<file path="config.mk">
export PLATFORM = sky130hd
export DESIGN_NAME = cac_top
export DESIGN_NICKNAME = d
export VERILOG_FILES = /design/src/design/cac_pkg.sv /design/src/design/cac_channel.sv /design/src/design/cac_top.sv
export VERILOG_INCLUDE_DIRS = /design/src /design/src/design
export SDC_FILE = /design/constraint.sdc
export NUM_CORES = 1
export LEC_CHECK = 0
export BUFFER_PORTS_ARGS = -buffer_cell sky130_fd_sc_hd__buf_2
export CAP_MARGIN = 20
export CORE_MARGIN = 2
export CORE_UTILIZATION = 60
export DETAILED_ROUTE_END_ITERATION = 16
export PLACE_DENSITY_LB_ADDON = 0.08
export SYNTH_ARGS = -nofsm -noshare
export SYNTH_HDL_FRONTEND = slang
export SYNTH_SLANG_ARGS = --single-unit
</file>
<file path="constraint.sdc">
create_clock -name core_clk -period 2.7 [get_ports core_clk]
set_input_delay 0.27 -clock core_clk [delete_from_list [all_inputs] [get_ports core_clk]]
set_output_delay 0.27 -clock core_clk [all_outputs]
set_load 0.01 [all_outputs]
</file>
<file path="src/design/cac_params.svh">
// constants for the counter array capture/compare block
`ifndef CAC_PARAMS_SVH
`define CAC_PARAMS_SVH
// ----------------------------------------
// mode bit positions in the channel mode byte
// ----------------------------------------
`define CAC_MODE_WIDE 7
`define CAC_MODE_CMP 6
`define CAC_MODE_RISE 5
`define CAC_MODE_FALL 4
`define CAC_MODE_MAT 3
`define CAC_MODE_FLIP 2
`define CAC_MODE_PULSE 1
`define CAC_MODE_IRQ 0
// ----------------------------------------
// cycle length codes and timebase codes
// ----------------------------------------
`define CAC_CYCLE_LENGTH_SELECT_8 2'h0
`define CAC_CYCLE_LENGTH_SELECT_9 2'h1
`define CAC_CYCLE_LENGTH_SELECT_10 2'h2
`define CAC_CYCLE_LENGTH_SELECT_11 2'h3
`define CAC_TB_DIV12 3'h0
`define CAC_TB_DIV4 3'h1
`define CAC_TB_TMR 3'h2
`define CAC_TB_EXT 3'h3
`define CAC_TB_SYS 3'h4
`define CAC_TB_OSC8 3'h5
`define CAC_DIV12_LAST 4'hb
`define CAC_DIV4_LAST 2'h3
`define CAC_DIV8_LAST 3'h7
`endif

</file>
<file path="src/design/cac_pkg.sv">
// types for the counter array capture/compare block
package cac_pkg;
  // ----------------------------------------
  // channel operating modes
  // ----------------------------------------
  typedef enum logic [2:0] {
    CAC_IDLE = 3'b000,
    CAC_CAPTURE = 3'b001,
    CAC_TIMER = 3'b010,
    CAC_TOGGLE = 3'b011,
    CAC_FREQ = 3'b100,
    CAC_PWM_N = 3'b101,
    CAC_PWM_16 = 3'b110
  } cac_mode_t;
endpackage

</file>
<file path="src/design/cac_channel.sv">
// one capture/compare channel of the counter array
`timescale 1ns/1ns
`default_nettype none
`include "cac_params.svh"
module cac_channel (
  input wire logic core_clk,
  input wire logic rstn,
  input wire logic tick,
  input wire logic [15:0] count,
  input wire logic [7:0] mode,
  input wire logic [1:0] cycle_length_select,
  input wire logic reload_view_select,
  input wire logic low_wr,
  input wire logic high_wr,
  input wire logic [7:0] wr_data,
  input wire logic pin_rise,
  input wire logic pin_fall,
  output logic [7:0] channel_compare_low,
  output logic [7:0] channel_compare_high,
  output logic cmp_en,
  output logic channel_pin_out,
  output logic event_set
);
  // ----------------------------------------
  // state
  // ----------------------------------------
  logic [15:0] word_q;
  logic [15:0] reload_q;
  logic pin_q;
  logic cmp_q;
  cac_pkg::cac_mode_t md;
  logic [15:0] nmask;
  logic full_match, low_match, n_match, n_ovf, low_ovf;

  // mode decode from the mode byte
  always_comb begin
    if (mode[`CAC_MODE_RISE] || mode[`CAC_MODE_FALL]) begin
      md = cac_pkg::CAC_CAPTURE;
    end else if (mode[`CAC_MODE_PULSE] && mode[`CAC_MODE_WIDE]) begin
      md = cac_pkg::CAC_PWM_16;
    end else if (mode[`CAC_MODE_PULSE] && mode[`CAC_MODE_FLIP]) begin
      md = cac_pkg::CAC_FREQ;
    end else if (mode[`CAC_MODE_PULSE]) begin
      md = cac_pkg::CAC_PWM_N;
    end else if (mode[`CAC_MODE_FLIP]) begin
      md = cac_pkg::CAC_TOGGLE;
    end else if (mode[`CAC_MODE_MAT]) begin
      md = cac_pkg::CAC_TIMER;
    end else begin
      md = cac_pkg::CAC_IDLE;
    end
  end

  // shared cycle length gives the low-bit mask for n-bit pwm
  always_comb begin
    case (cycle_length_select)
      `CAC_CYCLE_LENGTH_SELECT_9: nmask = 16'h01ff;
      `CAC_CYCLE_LENGTH_SELECT_10: nmask = 16'h03ff;
      `CAC_CYCLE_LENGTH_SELECT_11: nmask = 16'h07ff;
      default: nmask = 16'h00ff;
    endcase
  end

  assign full_match = (count == word_q);
  assign low_match = (count[7:0] == word_q[7:0]);
  assign n_match = ((count & nmask) == (word_q & nmask));
  // the tick moves the low n bits from all ones to zero
  assign n_ovf = ((count & nmask) == nmask);
  assign low_ovf = (count[7:0] == 8'hff);
  assign cmp_en = cmp_q;

  always_ff @(posedge core_clk) begin
    if (!rstn) begin
      cmp_q <= 1'b0;
    end else if (high_wr && !reload_view_select) begin
      cmp_q <= 1'b1;
    end else if (low_wr && !reload_view_select) begin
      cmp_q <= 1'b0;
    end else if (high_wr) begin
      cmp_q <= 1'b1;
    end else if (low_wr) begin
      cmp_q <= 1'b0;
    end
  end

  always_ff @(posedge core_clk) begin
    if (!rstn) begin
      reload_q <= 16'h0000;
    end else if (reload_view_select && low_wr) begin
      reload_q[7:0] <= wr_data;
    end else if (reload_view_select && high_wr) begin
      reload_q[15:8] <= wr_data;
    end
  end

  // capture/compare word: software writes win over hardware updates
  always_ff @(posedge core_clk) begin
    if (!rstn) begin
      word_q <= 16'h0000;
    end else if (!reload_view_select && low_wr) begin
      word_q[7:0] <= wr_data;
    end else if (!reload_view_select && high_wr) begin
      word_q[15:8] <= wr_data;
    end else if (md == cac_pkg::CAC_CAPTURE &&
                 ((mode[`CAC_MODE_RISE] && pin_rise) || (mode[`CAC_MODE_FALL] && pin_fall))) begin
      word_q <= count;
    end else if (tick && cmp_q) begin
      if (md == cac_pkg::CAC_FREQ && low_match) begin
        // advance low byte by half period
        word_q[7:0] <= word_q[7:0] + word_q[15:8];
      end else if (md == cac_pkg::CAC_PWM_N && cycle_length_select == `CAC_CYCLE_LENGTH_SELECT_8 && low_ovf) begin
        word_q[7:0] <= word_q[15:8];
      end else if (md == cac_pkg::CAC_PWM_N && cycle_length_select != `CAC_CYCLE_LENGTH_SELECT_8 && n_ovf) begin
        word_q <= reload_q;
      end
    end
  end

  // pin output per mode on counter ticks; the n-bit and 16-bit pwm modes force it low on any clock while cmp off
  always_ff @(posedge core_clk) begin
    if (!rstn) begin
      pin_q <= 1'b0;
    end else if ((md == cac_pkg::CAC_PWM_N || md == cac_pkg::CAC_PWM_16) && !cmp_q) begin
      pin_q <= 1'b0;
    end else if (tick && cmp_q) begin
      case (md)
        // toggle on full match; held while cmp off
        cac_pkg::CAC_TOGGLE: if (full_match) pin_q <= ~pin_q;
        // zero high byte wraps to a full 256 step
        cac_pkg::CAC_FREQ: if (low_match) pin_q <= ~pin_q;
        cac_pkg::CAC_PWM_N: begin
          if (cycle_length_select == `CAC_CYCLE_LENGTH_SELECT_8) begin
            // set on low byte match, clear on wrap
            if (low_ovf) pin_q <= 1'b0;
            else if (low_match) pin_q <= 1'b1;
          end else begin
            // set on n-bit match, clear on bit n overflow
            if (n_ovf) pin_q <= 1'b0;
            else if (n_match) pin_q <= 1'b1;
          end
        end
        // set on full match, clear on 16-bit overflow
        cac_pkg::CAC_PWM_16: begin
          if (count == 16'hffff) pin_q <= 1'b0;
          else if (full_match) pin_q <= 1'b1;
        end
        default: pin_q <= pin_q;
      endcase
    end
  end
  assign channel_pin_out = pin_q;

  // event pulse: captures and matches
  always_comb begin
    event_set = 1'b0;
    if (md == cac_pkg::CAC_CAPTURE) begin
      event_set = (mode[`CAC_MODE_RISE] && pin_rise) || (mode[`CAC_MODE_FALL] && pin_fall);
    end else if (tick && cmp_q && mode[`CAC_MODE_MAT]) begin
      case (md)
        // timer equality; freq uses full word
        cac_pkg::CAC_TIMER, cac_pkg::CAC_TOGGLE, cac_pkg::CAC_FREQ,
        cac_pkg::CAC_PWM_16: event_set = full_match;
        // 8-bit rising match; n-bit rising match
        cac_pkg::CAC_PWM_N: event_set = (cycle_length_select == `CAC_CYCLE_LENGTH_SELECT_8) ? low_match : n_match;
        default: event_set = 1'b0;
      endcase
    end
  end
  assign channel_compare_low = reload_view_select ? reload_q[7:0] : word_q[7:0];
  assign channel_compare_high = reload_view_select ? reload_q[15:8] : word_q[15:8];
endmodule
`default_nettype wire

</file>
<file path="src/design/cac_top.sv">
// counter array with its capture/compare channels
`timescale 1ns/1ns
`default_nettype none
`include "cac_params.svh"
module cac_top #(
  parameter int CHANNELS = 6
) (
  input wire logic core_clk,
  input wire logic rstn,
  input wire logic counter_run,
  input wire logic [2:0] timebase_select,
  input wire logic timer_overflow,
  input wire logic ext_count_pin,
  input wire logic ext_osc_clk,
  input wire logic [1:0] cycle_length_select,
  input wire logic reload_view_select,
  input wire logic counter_irq_enable,
  input wire logic short_overflow_irq_enable,
  input wire logic counter_overflow_clear,
  input wire logic short_overflow_clear,
  input wire logic [CHANNELS*8-1:0] channel_mode_register,
  input wire logic [CHANNELS-1:0] low_write,
  input wire logic [CHANNELS-1:0] high_write,
  input wire logic [7:0] write_data,
  input wire logic [CHANNELS-1:0] event_flag_clear,
  input wire logic [CHANNELS-1:0] channel_pin_in,
  output logic [CHANNELS-1:0] channel_pin_out,
  output logic [CHANNELS*8-1:0] channel_compare_low,
  output logic [CHANNELS*8-1:0] channel_compare_high,
  output logic [CHANNELS-1:0] compare_enable,
  output logic [CHANNELS-1:0] channel_event_flag,
  output logic counter_overflow_flag,
  output logic short_overflow_flag,
  output logic [7:0] counter_low_byte,
  output logic [7:0] counter_high_byte,
  output logic counter_array_irq
);
  // ----------------------------------------
  // pin synchronisers
  // ----------------------------------------
  logic [CHANNELS-1:0] pin_s1_q, pin_s2_q, pin_s3_q, pin_lvl_q;
  logic [2:0] ext_s_q, osc_s_q;
  logic ext_lvl_q, osc_lvl_q;

  // three flops; a change counts once stages two and three agree
  always_ff @(posedge core_clk) begin
    if (!rstn) begin
      pin_s1_q <= '0;
      pin_s2_q <= '0;
      pin_s3_q <= '0;
      pin_lvl_q <= '0;
    end else begin
      pin_s1_q <= channel_pin_in;
      pin_s2_q <= pin_s1_q;
      pin_s3_q <= pin_s2_q;
      pin_lvl_q <= (pin_s2_q & pin_s3_q) | (pin_lvl_q & (pin_s2_q | pin_s3_q));
    end
  end

  // same filtering for the external count pin and oscillator
  always_ff @(posedge core_clk) begin
    if (!rstn) begin
      ext_s_q <= 3'h0;
      osc_s_q <= 3'h0;
      ext_lvl_q <= 1'b0;
      osc_lvl_q <= 1'b0;
    end else begin
      ext_s_q <= {ext_s_q[1:0], ext_count_pin};
      osc_s_q <= {osc_s_q[1:0], ext_osc_clk};
      if (ext_s_q[1] == ext_s_q[2]) ext_lvl_q <= ext_s_q[2];
      if (osc_s_q[1] == osc_s_q[2]) osc_lvl_q <= osc_s_q[2];
    end
  end

  // filtered pin edges for capture
  logic [CHANNELS-1:0] lvl_new, pin_rise, pin_fall;
  assign lvl_new = (pin_s2_q & pin_s3_q) | (pin_lvl_q & (pin_s2_q | pin_s3_q));
  assign pin_rise = lvl_new & ~pin_lvl_q;
  assign pin_fall = ~lvl_new & pin_lvl_q;

  // ----------------------------------------
  // timebase
  // ----------------------------------------
  logic [3:0] div_q;
  logic [2:0] osc_div_q;
  logic ext_prev_q, osc_prev_q;
  logic tick;

  // prescale counters, free running
  always_ff @(posedge core_clk) begin
    if (!rstn) begin
      div_q <= 4'h0;
      osc_div_q <= 3'h0;
      ext_prev_q <= 1'b0;
      osc_prev_q <= 1'b0;
    end else begin
      div_q <= (div_q == `CAC_DIV12_LAST) ? 4'h0 : div_q + 4'h1;
      ext_prev_q <= ext_lvl_q;
      osc_prev_q <= osc_lvl_q;
      if (osc_lvl_q && !osc_prev_q) osc_div_q <= osc_div_q + 3'h1;
    end
  end

  always_comb begin
    case (timebase_select)
      `CAC_TB_DIV12: tick = (div_q == `CAC_DIV12_LAST);
      `CAC_TB_DIV4: tick = (div_q[1:0] == `CAC_DIV4_LAST);
      `CAC_TB_TMR: tick = timer_overflow;
      `CAC_TB_EXT: tick = ext_prev_q && !ext_lvl_q;
      `CAC_TB_SYS: tick = 1'b1;
      `CAC_TB_OSC8: tick = osc_lvl_q && !osc_prev_q && (osc_div_q == `CAC_DIV8_LAST);
      default: tick = 1'b0;
    endcase
    tick = tick && counter_run;
  end

  // ----------------------------------------
  // counter and overflow flags
  // ----------------------------------------
  logic [15:0] count_q;
  logic cf_q, short_overflow_flag_q;
  logic short_ovf;

  // counter advances on ticks only
  always_ff @(posedge core_clk) begin
    if (!rstn) begin
      count_q <= 16'h0000;
    end else if (tick) begin
      count_q <= count_q + 16'h0001;
    end
  end

  // short overflow out of bit 8, 9, 10 or 11
  always_comb begin
    case (cycle_length_select)
      `CAC_CYCLE_LENGTH_SELECT_9: short_ovf = (count_q[8:0] == 9'h1ff);
      `CAC_CYCLE_LENGTH_SELECT_10: short_ovf = (count_q[9:0] == 10'h3ff);
      `CAC_CYCLE_LENGTH_SELECT_11: short_ovf = (count_q[10:0] == 11'h7ff);
      default: short_ovf = (count_q[7:0] == 8'hff);
    endcase
  end

  // flags set on trigger; set beats clear
  always_ff @(posedge core_clk) begin
    if (!rstn) begin
      cf_q <= 1'b0;
      short_overflow_flag_q <= 1'b0;
    end else begin
      if (tick && count_q == 16'hffff) cf_q <= 1'b1;
      else if (counter_overflow_clear) cf_q <= 1'b0;
      if (tick && short_ovf) short_overflow_flag_q <= 1'b1;
      else if (short_overflow_clear) short_overflow_flag_q <= 1'b0;
    end
  end

  // ----------------------------------------
  // channels
  // ----------------------------------------
  logic [CHANNELS-1:0] ev_set;
  logic [CHANNELS-1:0] ccf_q;
  logic [CHANNELS-1:0] irq_en;

  // one shared cycle length feeds all channels
  for (genvar i = 0; i < CHANNELS; i++) begin : g_ch
    cac_channel u_ch (
      .core_clk(core_clk),
      .rstn(rstn),
      .tick(tick),
      .count(count_q),
      .mode(channel_mode_register[i*8 +: 8]),
      .cycle_length_select(cycle_length_select),
      .reload_view_select(reload_view_select),
      .low_wr(low_write[i]),
      .high_wr(high_write[i]),
      .wr_data(write_data),
      .pin_rise(pin_rise[i]),
      .pin_fall(pin_fall[i]),
      .channel_compare_low(channel_compare_low[i*8 +: 8]),
      .channel_compare_high(channel_compare_high[i*8 +: 8]),
      .cmp_en(compare_enable[i]),
      .channel_pin_out(channel_pin_out[i]),
      .event_set(ev_set[i])
    );
    assign irq_en[i] = channel_mode_register[i*8 + `CAC_MODE_IRQ];
  end

  // event flags: hardware sets, software clears, set wins
  always_ff @(posedge core_clk) begin
    if (!rstn) begin
      ccf_q <= '0;
    end else begin
      ccf_q <= ev_set | (ccf_q & ~event_flag_clear);
    end
  end

  // interrupt gated by each flag's own enable
  assign counter_array_irq = |(ccf_q & irq_en) | (cf_q & counter_irq_enable) |
                             (short_overflow_flag_q & short_overflow_irq_enable);
  assign channel_event_flag = ccf_q;
  assign counter_overflow_flag = cf_q;
  assign short_overflow_flag = short_overflow_flag_q;
  assign counter_low_byte = count_q[7:0];
  assign counter_high_byte = count_q[15:8];
endmodule
`default_nettype wire

</file>
==> results.py <==
metrics = {
    "run_status": {
        "status": "finished, final reports clean",
    },
    "global_routing": {
        "grt_pass1_vias": 18300,
        "antenna_found_initial": 4,
        "grt_pass1_wl_microns": 105800,
        "grt_start_max_net_pins": 107,
        "grt-ovfl-total": 0,
        "track_usage": 0.4100,
    },
    "power": {
        "switching_power_mw": 2.968,
        "finalPower_mw": 10.27,
        "ir_drop_uv": 547.5,
        "sw_frac_of_total": 0.2890,
        "seqPwrFrac": 0.417,
        "internal_power_mw": 7.304,
        "clkPwrFrac": 0.421,
        "power_density_nw_per_um2": 470.6,
        "leakage_nw": 9.787,
        "combPwrFrac": 0.163,
    },
    "synth": {
        "syn_avg_cell_area_sq_um": 8.023,
        "syn_area_sq_um": 18540,
        "postSynthCellCount": 2311,
        "synthesis.nets": 2466,
        "yosysWarnings": 0,
        "synthFlopType": "dfxtp_1",
        "synth.distinct_cells": 97,
        "ys_ff_latch": 269,
        "async_flop_share": 0,
        "synth-edff-count": 0,
        "ys_seq_area_frac": 0.2905,
    },
    "sta": {
        "finalCriticalPeriod_ps": 2607,
        "finalCritPeriodShare": 0.9657,
        "worst_slew_pin_slew_ps": 1124,
        "finalHoldViolCount": 0,
        "slew_viol_final": 0,
        "rsz0062_at_grt": "false",
        "max_freq_mhz": 383.5,
        "finalWorstSetupSlack_ps": 92.68,
        "finalSetupViolCount": 0,
        "relSlewSlack": 0.2504,
        "fin_setup_tns_ps": 0,
        "fin_worst_skew_ps": 13.10,
    },
    "placed_design": {
        "gp_congestion": 1.018,
        "io_buffers": 222,
        "postPlaceCellArea_sq_um": 20510,
        "dp_hpwl_microns": 48480,
        "preCtsSetupSlack_ps": 126.8,
    },
    "finish": {
        "finalInstanceArea_sq_um": 21830,
        "finalCoreUtilization": 0.7155,
        "fillers": 2570,
        "mostFrequentLayoutCells": "269 x dfxtp_1, 260 x nand2_1, 221 x nor2_1, 221 x buf_2, 159 x a21oi_1",
        "fin_nets": 2711,
        "seq_area_sq_um": 5385,
        "drive_gt1_frac": 0.2132,
        "multiInputGateArea_sq_um": 12200,
        "area_growth_pct": 17.73,
        "layout_commonest_cell": "dfxtp_1",
    },
    "critical_path": {
        "rr_worst_depth": 10,
        "critPathMaxFanout": 10,
        "end_kind": "register",
        "setup.worst_path.start_class": "register",
        "r2r_end": "g_ch[2].u_ch.word_q[6]$_SDFFE_PN0P_",
        "required_ps": 3150,
        "reg2reg_from": "osc_div_q[0]$_SDFFE_PN0N_",
        "rrSetupSlack_ps": 90,
        "crit_arrival_ps": 3060,
        "critPathKind": "reg -> reg",
    },
    "die": {
        "die-area_sq_um": 32320,
        "initial_core_util": 0.6077,
        "die-height_microns": 179.8,
        "die_w_microns": 179.8,
        "core_sq_um": 30510,
        "ios": 229,
        "placementRows": 64,
    },
    "clocking": {
        "cts_tree": "yes",
        "cts_root_buf": "clkbuf_16",
        "cts.sinks": 269,
        "htreeDepth": 1,
        "clkTransAtPathRegs_ps": 60,
        "cts_buffers": 31,
        "clockBufferDepth": 3,
        "clk_latency_ps": 590,
    },
    "drt": {
        "drt_iter0_drc": 2081,
        "post-route-drc-count": 0,
        "wirelength_microns": 68930,
        "drt_first_pass_iters": 6,
        "routedWlPerCell_microns": 23.16,
        "via_count": 19300,
        "ant_nets": 0,
        "viasPerCell": 6.484,
    },
    "min_path": {
        "hold_depth": 4,
        "hp-class": "in -> reg",
        "worstHoldEndpoint": "short_overflow_flag$_SDFFE_PN0P_",
        "hp-start": "short_overflow_clear",
    },
    "run": {
        "maxCapViolCount": 0,
    },
}
==> power groups by stage <==
stage / registers [mW] / logic (mW) / clock network, mW
6_report: 4.28 / 1.67 / 4.32
3_3_place_gp: 4.35 / 1.55 / 0
4_1_cts: 4.27 / 1.61 / 4.34
3_5_place_dp: 4.36 / 1.58 / 0
5_1_grt: 4.29 / 1.80 / 4.50
2_1_floorplan: 4.30 / 1.05 / 0
==> cell usage after synthesis (16+ instances only) <==
library cell / instances / area, sq um
and2_1: 34 / 212.7
clkbuf_1: 111 / 416.7
a22oi_1: 22 / 165.2
inv_1: 48 / 180.2
xnor2_1: 43 / 376.6
o221ai_1: 16 / 140.1
o211ai_1: 18 / 135.1
nor2b_1: 30 / 187.7
a21oi_1: 159 / 795.8
a21o_1: 21 / 157.7
nand4_1: 39 / 244.0
nor3_1: 29 / 145.1
nand2b_1: 26 / 162.7
buf_2: 28 / 140.1
nand3_1: 83 / 415.4
mux2i_1: 154 / 1541
mux2_2: 93 / 1047
o21a_1: 17 / 127.6
nor2_1: 221 / 829.6
ha_1: 53 / 663.1
buf_4: 21 / 157.7
dfxtp_1: 269 / 5385
nor4_1: 16 / 100.1
a211oi_1: 18 / 135.1
nand2_1: 260 / 975.9
o21ai_0: 141 / 705.7
a31oi_1: 24 / 150.1
xor2_1: 88 / 770.7
==> logic make-up (layout without fill, tap and decap cells) <==
family,count (synthesis),after routing,share of synthesized area
adders and majority gates,59,59,0.04225
and+or+nand+nor,796,796,0.2033
muxes,248,248,0.1402
xor gates and xnor gates,131,131,0.06188
other,0,1,0
DFF,269,269,0.2905
buffers and inverters,223,492,0.05412
AOI/OAI and AO/OA,585,585,0.2078
==> registers in the layout (all words and copies together) (netlist names), 6 cells and up <==
register,count
g_ch.u_ch.channel_pin_out,6
count_q,16
channel_event_flag,6
g_ch.u_ch.word_q,96
g_ch.u_ch.reload_q,96
g_ch.u_ch.cmp_en,6
pin_lvl_q,6
pin_s2_q,6
pin_s1_q,6
pin_s3_q,6
==> metrics by stage <==
stage | instances | hold slack, ps
floorplan | 2311 | 387.4
global route | 2976 | 24.83
global placement | 2896 | 417.2
CTS | 2973 | 9.728
detailed placement | 2896 | 418.4
finish | 2977 | 14.71
==> final cells by class <==
class                      instances  area share
multi-input combinational       1819      0.5588
sequential                       269      0.2467
timing repair buffer             385      0.1149
clock buffer                      45     0.04161
tap                              396     0.02270
inverter                          50    0.008827
clock inverter                    12    0.006305
antenna                            1   0.0001146
==> per-layer routing <==
metal | GRT usage | part of all wire | vias up
met1 | 0.5427 | 0.39 | 9022
met4 | 0.1834 | 0.053 | 2
li1 | - | - | 8805
met5 | 0.002963 | 0.00017 | -
met2 | 0.6530 | 0.44 | 1236
met3 | 0.07395 | 0.11 | 239
==> how the worst max path moves through the flow <==
stage,startpoint,end,slack (ps),cells past startpoint
2_1_floorplan,channel_mode_register[41],g_ch[5].u_ch.word_q[6]$_SDFFE_PN0P_,280,8
3_3_place_gp,osc_div_q[0]$_SDFFE_PN0N_,g_ch[2].u_ch.word_q[6]$_SDFFE_PN0P_,190,10
3_5_place_dp,osc_div_q[0]$_SDFFE_PN0N_,g_ch[2].u_ch.word_q[5]$_SDFFE_PN0P_,130,10
4_1_cts,osc_div_q[0]$_SDFFE_PN0N_,g_ch[2].u_ch.word_q[5]$_SDFFE_PN0P_,120,10
5_1_grt,osc_div_q[0]$_SDFFE_PN0N_,count_q[15]$_SDFFE_PN0N_,2,11
6_report,osc_div_q[0]$_SDFFE_PN0N_,g_ch[2].u_ch.word_q[6]$_SDFFE_PN0P_,90,10
==> what timing repair did <==
action,in CTS,in global routing
endpoints found under the setup margin,1,4
resized for setup,1,5
hold buffers,20,0
cloned,0,1
setup buffers,0,1
hold endpoints to repair,18,0
pin swaps,0,2
==> critical path, stage by stage, from the launching register on <==
cell and delay (ps):
dfxtp_1 360, ha_1 160, ha_1 160, and3b_1 180
o21ai_1 110, a221o_2 430, nor3_1 390, a21oi_4 170
buf_4 200, a41oi_1 210, o31ai_1 100
No activity file was read; power rests on OpenSTA's default activity.
